### src/hw/mfd_cfg.svh
// Purpose: Constants for the instruction field decoder
// Assumes: 14-bit program words, 8-bit data path
// Notes:   Timing counts are in oscillator periods of sys_clk
`ifndef MFD_CFG_SVH
`define MFD_CFG_SVH
`define MFD_WORD_W        14
`define MFD_FILE_MSB      6
`define MFD_DEST_BIT      7
`define MFD_BIT_LSB       7
`define MFD_BIT_MSB       9
`define MFD_LIT_MSB       7
`define MFD_RETLIT_OP     4'hd
`define MFD_RLC_OP        6'h0d
`define MFD_OSC_PER_CYCLE 3'h4
`define MFD_PC_W          13
`endif

### src/hw/mfd_pkg.sv
// Purpose: Types for the instruction field decoder
// Assumes: Used together with mfd_cfg.svh
// Notes:   Phase states are one-hot
package mfd_pkg;
	typedef enum logic [3:0] {
		MFD_Q1 = 4'h1,
		MFD_Q2 = 4'h2,
		MFD_Q3 = 4'h4,
		MFD_Q4 = 4'h8
	} mfd_phase_e;
	typedef logic [13:0] mfd_word_t;
	typedef logic [7:0]  mfd_byte_t;
endpackage
### src/hw/mfd_decode.sv
// Purpose: Field decode and execution timing for 14-bit instructions
// Assumes: Operand byte is read from the register file before Q4
// Notes:   Only return_with_literal and rotate_left_via_carry execute
// How it works
// RULE_01: The file address field is a seven-bit index from 0x00 to 0x7F.
// RULE_02: The bit field picks one bit of the addressed eight-bit register.
// RULE_03: Destination zero writes the accumulator, one writes the file.
// RULE_04: Don't-care opcode bits are never looked at by the decoder.
// RULE_05: An instruction takes one cycle, or two when it changes the PC.
// RULE_06: One instruction cycle is exactly four oscillator periods.
// RULE_07: Program code never uses reserved opcodes; they act as no-ops here.
// RULE_08: return_with_literal loads the literal to W and pops the stack head.
// RULE_09: rotate_left_via_carry updates only the carry flag.
// RULE_10: The rotate shifts left with old carry in and old bit seven out.
// RULE_11: Each instruction is one fourteen-bit word of opcode and operands.
// RULE_12: return_with_literal is followed by one forced no-op cycle.
`timescale 1ns/1ps
`default_nettype none
`include "mfd_cfg.svh"
module mfd_decode
(
	// Clock and reset
	input  wire logic              sys_clk,
	input  wire logic              rst_n,
	input  wire logic              clk_en,
	// Program memory
	input  wire mfd_pkg::mfd_word_t instr_word,
	output logic                   instr_take,
	// Register file
	output logic [6:0]             file_addr,
	output logic [2:0]             bit_sel,
	output logic [7:0]             bit_mask,
	input  wire mfd_pkg::mfd_byte_t file_rdata,
	output logic                   file_we,
	output mfd_pkg::mfd_byte_t     file_wdata,
	// Accumulator and carry
	output mfd_pkg::mfd_byte_t     acc_out,
	output logic                   carry_out,
	// Stack and program counter
	input  wire logic [12:0]       stack_head,
	output logic                   stack_pop,
	output logic                   pc_load,
	output logic [12:0]            pc_value,
	// Timing
	output logic                   cycle_end,
	output logic                   flush_nop
);
	import mfd_pkg::*;
	mfd_phase_e phase;
	mfd_word_t  ir_reg;
	mfd_byte_t  acc_reg;
	logic       carry_reg;
	logic       flush_reg;
	logic       we_reg;
	mfd_byte_t  wdata_reg;
	logic       pop_reg;
	logic [12:0] pcv_reg;
	function automatic logic [7:0] onehot3(input logic [2:0] n);
		onehot3 = 8'h01 << n;
	endfunction
	mfd_phase_gen u_phase
	(
		.sys_clk   (sys_clk),
		.rst_n     (rst_n),
		.clk_en    (clk_en),
		.phase     (phase),
		.cycle_end (cycle_end)
	);
	// Opcode matches look only at defined bits, so x bits never steer
	wire        is_retlit = ir_reg[13:10] == `MFD_RETLIT_OP;      // RULE_04
	wire        is_rlc    = ir_reg[13:8] == `MFD_RLC_OP;           // RULE_11
	wire        dest_file = ir_reg[`MFD_DEST_BIT];
	wire [7:0]  literal   = ir_reg[`MFD_LIT_MSB:0];
	wire [7:0]  rot_val   = {file_rdata[6:0], carry_reg};          // RULE_10
	wire        rot_cout  = file_rdata[7];                         // RULE_10
	wire        exec      = cycle_end && !flush_reg;
	// Unassigned opcodes fall through here and change nothing
	wire        do_rlc    = exec && is_rlc;                        // RULE_07
	wire        do_ret    = exec && is_retlit;
	assign file_addr  = ir_reg[`MFD_FILE_MSB:0];                   // RULE_01
	assign bit_sel    = ir_reg[`MFD_BIT_MSB:`MFD_BIT_LSB];
	assign bit_mask   = onehot3(bit_sel);                          // RULE_02
	assign instr_take = cycle_end;
	assign acc_out    = acc_reg;
	assign carry_out  = carry_reg;
	assign flush_nop  = flush_reg;
	assign file_we    = we_reg;
	assign file_wdata = wdata_reg;
	assign stack_pop  = pop_reg;
	assign pc_load    = pop_reg;
	assign pc_value   = pcv_reg;
	always_ff @(posedge sys_clk)
	begin
		if (!rst_n)
			ir_reg <= 14'h0000;
		else if (cycle_end)
			ir_reg <= instr_word;
	end
	always_ff @(posedge sys_clk)
	begin
		if (!rst_n)
		begin
			acc_reg   <= 8'h00;
			carry_reg <= 1'b0;
		end
		else if (do_ret)
			acc_reg <= literal; // RULE_08
		else if (do_rlc)
		begin
			carry_reg <= rot_cout; // RULE_09
			if (!dest_file)
				acc_reg <= rot_val; // RULE_03
		end
	end
	always_ff @(posedge sys_clk)
	begin
		if (!rst_n)
		begin
			we_reg    <= 1'b0;
			wdata_reg <= 8'h00;
		end
		else if (clk_en)
		begin
			we_reg <= do_rlc && dest_file; // RULE_03
			if (do_rlc)
				wdata_reg <= rot_val;
		end
	end
	// Pop strobe and PC load last one oscillator period
	always_ff @(posedge sys_clk)
	begin
		if (!rst_n)
		begin
			pop_reg <= 1'b0;
			pcv_reg <= 13'h0000;
		end
		else if (clk_en)
		begin
			pop_reg <= do_ret; // RULE_08
			if (do_ret)
				pcv_reg <= stack_head;
		end
	end
	// The fetched word after a PC change is stale, so its cycle is a no-op
	always_ff @(posedge sys_clk)
	begin
		if (!rst_n)
			flush_reg <= 1'b0;
		else if (cycle_end)
			flush_reg <= !flush_reg && is_retlit; // RULE_05 RULE_12
	end
endmodule
`default_nettype wire

### src/hw/mfd_phase_gen.sv
// Purpose: Four-phase instruction cycle generator
// Assumes: One oscillator period per enabled sys_clk edge
// Notes:   cycle_end pulses in the last phase of each cycle
`timescale 1ns/1ps
`default_nettype none
`include "mfd_cfg.svh"
module mfd_phase_gen
(
	// Clock and reset
	input  wire logic              sys_clk,
	input  wire logic              rst_n,
	input  wire logic              clk_en,
	// Phase
	output mfd_pkg::mfd_phase_e    phase,
	output logic                   cycle_end
);
	import mfd_pkg::*;
	mfd_phase_e phase_reg;
	mfd_phase_e phase_next;
	always_comb
	begin
		case (phase_reg)
		MFD_Q1:  phase_next = MFD_Q2;
		MFD_Q2:  phase_next = MFD_Q3;
		MFD_Q3:  phase_next = MFD_Q4;
		MFD_Q4:  phase_next = MFD_Q1;
		default: phase_next = MFD_Q1;
		endcase
	end
	always_ff @(posedge sys_clk)
	begin
		if (!rst_n)
			phase_reg <= MFD_Q1;
		else if (clk_en)
			phase_reg <= phase_next; // RULE_06
	end
	assign phase     = phase_reg;
	assign cycle_end = clk_en && (phase_reg == MFD_Q4);
endmodule
`default_nettype wire

### config.mk
export PLATFORM = sky130hd
export DESIGN_NAME = mfd_decode
export DESIGN_NICKNAME = d
export VERILOG_FILES = /design/src/hw/mfd_pkg.sv /design/src/hw/mfd_decode.sv /design/src/hw/mfd_phase_gen.sv
export VERILOG_INCLUDE_DIRS = /design/src /design/src/hw
export SDC_FILE = /design/constraint.sdc
export NUM_CORES = 1
export LEC_CHECK = 0
export BUFFER_PORTS_ARGS = -buffer_cell sky130_fd_sc_hd__buf_2
export CORE_MARGIN = 2
export CORE_UTILIZATION = 30
export DETAILED_ROUTE_END_ITERATION = 10
export HOLD_SLACK_MARGIN = 0.05
export PLACE_DENSITY_LB_ADDON = 0.3
export SLEW_MARGIN = 20
export SYNTH_ARGS = -nofsm -noshare
export SYNTH_HDL_FRONTEND = slang
export SYNTH_SLANG_ARGS = --single-unit
### constraint.sdc
create_clock -name sys_clk -period 2 [get_ports sys_clk]
set_input_delay 0.1 -clock sys_clk [delete_from_list [all_inputs] [get_ports sys_clk]]
set_output_delay 0.1 -clock sys_clk [all_outputs]
set_load 0.02 [all_outputs]
==> impl_metrics.py <==
metrics = {
    "synth": {
        "synth_area_leader_cell": "dfxtp_1",
        "synth_nets": 292,
        "netlist_instances": 254,
        "synth_area_leaders": "dfxtp_1, nand2_1, a21boi_2, mux2i_1, buf_4",
        "synth_area_mm2": 0.002292,
        "ys_ff_latch": 51,
        "seq_area_frac_synth_pct": 44.54,
        "synth_cell_types": 40,
        "ys_warn_count": 0,
        "synth.avg_cell_area_um2": 9.024,
        "synth_top_cell_area_share_pct": 44.54,
    },
    "sta": {
        "rsz0062_at_grt": "false",
        "setup_violations": 0,
        "fin_crit_sh_pct": 91.83,
        "finalClockSkew_ns": 0.005623,
        "min_period_ns": 1.837,
        "tns_ns": 0,
        "fmax_ghz": 0.5445,
        "hold_violations": 0,
        "worst_slew_pin_slew_ns": 0.5978,
        "slew_violations": 0,
        "max_slew_margin_pct": 60.15,
    },
    "grt": {
        "grt_overflow_total": 0,
        "grt_pass1_vias": 1848,
        "grt_pass1_wl_um": 9384,
        "grt_util_all_layers_pct": 14.21,
        "antenna_found_initial": 0,
        "grt_max_degree": 40,
    },
    "clock_tree": {
        "clk_latency_ns": 0.30,
        "clkTransAtPathRegs_ns": 0.09,
        "cts.htree.levels": 2,
        "cts.sinks": 51,
        "cts_buffer_depth": 2,
        "cts_inserted_buffers": 5,
        "cts_tree": "done",
        "cts-root-buf": "clkbuf_8",
        "post-cts-setup-buffers": 0,
    },
    "power": {
        "power_uw": 1914,
        "ir_worst_vdd_v": 0.0002539,
        "power_density_mw_per_mm2": 612.3,
        "p_leak_uw": 0.001465,
    },
    "critical_path": {
        "crit_chain": "nor3b_4, buf_4, nand3b_4, inv_2, buf_2",
        "r2r_slack_ns": 0.33,
        "start_kind": "flip-flop",
        "path_buf_inv": 3,
        "critical_path_class": "reg2out",
        "cp_top_family": "buffers and inverters",
        "worst_ep_arrival_time_ns": 1.74,
        "critPathMaxFanout": 16,
        "crit_required_ns": 1.90,
        "slowest_stage": "dfxtp_1",
        "max_stage_delay_ns": 0.38,
        "cp-end-kind": "output port",
    },
    "floorplan": {
        "dieArea_mm2": 0.008356,
        "core-area_mm2": 0.007331,
        "rows": 31,
        "die_w_um": 91.41,
        "initial_utilization_pct": 31.27,
        "die_h_um": 91.41,
        "io_pins": 92,
    },
    "cells_and_area": {
        "final_common_cell": "buf_2",
        "area_growth_pct": 36.35,
        "register_area_mm2": 0.001021,
        "fin_nets": 398,
        "drive_gt1_share_pct": 34.07,
        "antenna_cells": 0,
        "most-common-layout-cells": "buf_2, nand2_1, dfxtp_1, dlygate4sd3_1, nor2b_1",
        "nFillCells": 734,
        "largest_reg_flops": 14,
        "multiInputGateArea_mm2": 0.001032,
    },
    "detailed_routing": {
        "routedWlPerCell_um": 13.06,
        "viasPerCell": 4.504,
        "antenna_left": 0,
        "drt_pass1_iterations": 4,
        "dr.first_iter.drc_count": 89,
        "routed_wl_um": 6009,
        "dr_total_vias": 2072,
        "drc": 0,
    },
    "placement": {
        "io_buffer_count": 91,
        "dp_hpwl_um": 4157,
        "place.gp.congestion": 0.7829,
    },
    "run": {
        "maxCapViolations": 0,
    },
    "status": {
        "outcome": "completed",
    },
    "hold_path": {
        "hp-class": "in2reg",
    },
}
==> per-stage QoR <==
stage | instances | area (um^2) | utilization, % | hold WS (ns) | worst slack (ns)
4_1_cts | 460 | 3126 | 42.64 | 0.05915 | 0.1396
5_1_grt | 460 | 3126 | 42.64 | 0.06810 | 0.02260
2_1_floorplan | 254 | 2292 | - | 0.2267 | 0.4402
3_5_place_dp | 425 | 2738 | 37.34 | 0.3482 | 0.3446
6_report | 460 | 3126 | 42.64 | 0.06604 | 0.1634
3_3_place_gp | 425 | 2738 | 37.34 | 0.3415 | 0.3969
==> cell type report <==
class	count	share of cell area, %
Clock buffer	6	2.642
Timing Repair Buffer	126	25.14
Inverter	12	1.441
Tap cell	99	3.963
Clock inverter	2	1.121
Sequential cell	51	32.67
Multi-Input combinational cell	164	33.03
==> path summary, 6_finish.rpt <==
kind	start	endpoint	depth (start not counted)
worst max-delay path	u_phase.phase[1]	cycle_end	5
worst min register to register	acc_out[3]	acc_out[3]	2
worst max register to register	ir_reg[8]	acc_out[0]	4
worst min-delay path	file_rdata[3]	file_wdata[4]	3
==> cell families (layout without fill, tap and decap cells) <==
group	after synthesis	count (layout)	share of synthesized area, %
muxes	10	10	4.367
xor gates and xnor gates	1	1	0.3822
and+or+nand+nor	103	103	23.25
DFF	51	51	44.54
buffers and inverters	39	146	10.43
AOI/OAI and AO/OA	50	50	17.03
==> per-layer routing <==
metal | share of wire, % | wire, um | global-route usage (%) | vias up
li1 | - | - | - | 1041
met1 | 47 | 2811 | 18.15 | 949
met2 | 45 | 2721 | 22.49 | 67
met3 | 4.8 | 286 | 2.905 | 15
met4 | 3.2 | 190 | 7.449 | 0
met5 | 0 | 0 | 0 | -
==> worst reg2reg max path, cell delays in order, from the launching register on <==
cell	delay [ns]
dfxtp_1	0.50
nor3b_2	0.31
a21o_1	0.15
nand3_1	0.29
a211oi_1	0.32
==> report_power, final <==
part	leakage, uW	total [uW]	internal, uW	switching (uW)
Clock	0.0000612	745	405	340
Combinational	0.000993	141	91.2	50.0
Sequential	0.000411	1030	1020	8.18
==> Yosys cell counts <==
| cell type | count |
|---|---|
| a211oi_1 | 7 |
| nor3b_2 | 1 |
| a21boi_1 | 9 |
| o22ai_1 | 4 |
| mux2i_1 | 10 |
| nand2_2 | 1 |
| buf_2 | 2 |
| nand2b_1 | 1 |
| o211ai_2 | 1 |
| nand4_1 | 2 |
| and3b_1 | 1 |
| and2b_1 | 1 |
| a21oi_1 | 1 |
| nand4b_1 | 1 |
| buf_6 | 3 |
| nor3_1 | 2 |
| and3_1 | 3 |
| buf_4 | 13 |
| nand3b_4 | 1 |
| and2_1 | 4 |
| clkbuf_1 | 6 |
| a21boi_2 | 9 |
| clkbuf_2 | 2 |
| buf_12 | 1 |
| a21o_1 | 1 |
| and4bb_1 | 1 |
| nand3_1 | 3 |
| xor2_1 | 1 |
| inv_1 | 11 |
| nor3b_4 | 1 |
| nor3b_1 | 3 |
| o21ai_0 | 7 |
| nor2_1 | 8 |
| nand4_2 | 1 |
| a21boi_0 | 10 |
| a41oi_1 | 1 |
| nor2b_1 | 12 |
| inv_2 | 1 |
| dfxtp_1 | 51 |
| nand2_1 | 56 |
==> repair_timing <==
| item | 4_1_cts | 5_1_grt |
|---|---|---|
| endpoints found under the hold margin | 27 | 0 |
| hold buffers | 27 | 0 |
| resized for setup | 0 | 0 |
(Power assumes the default switching activity.)
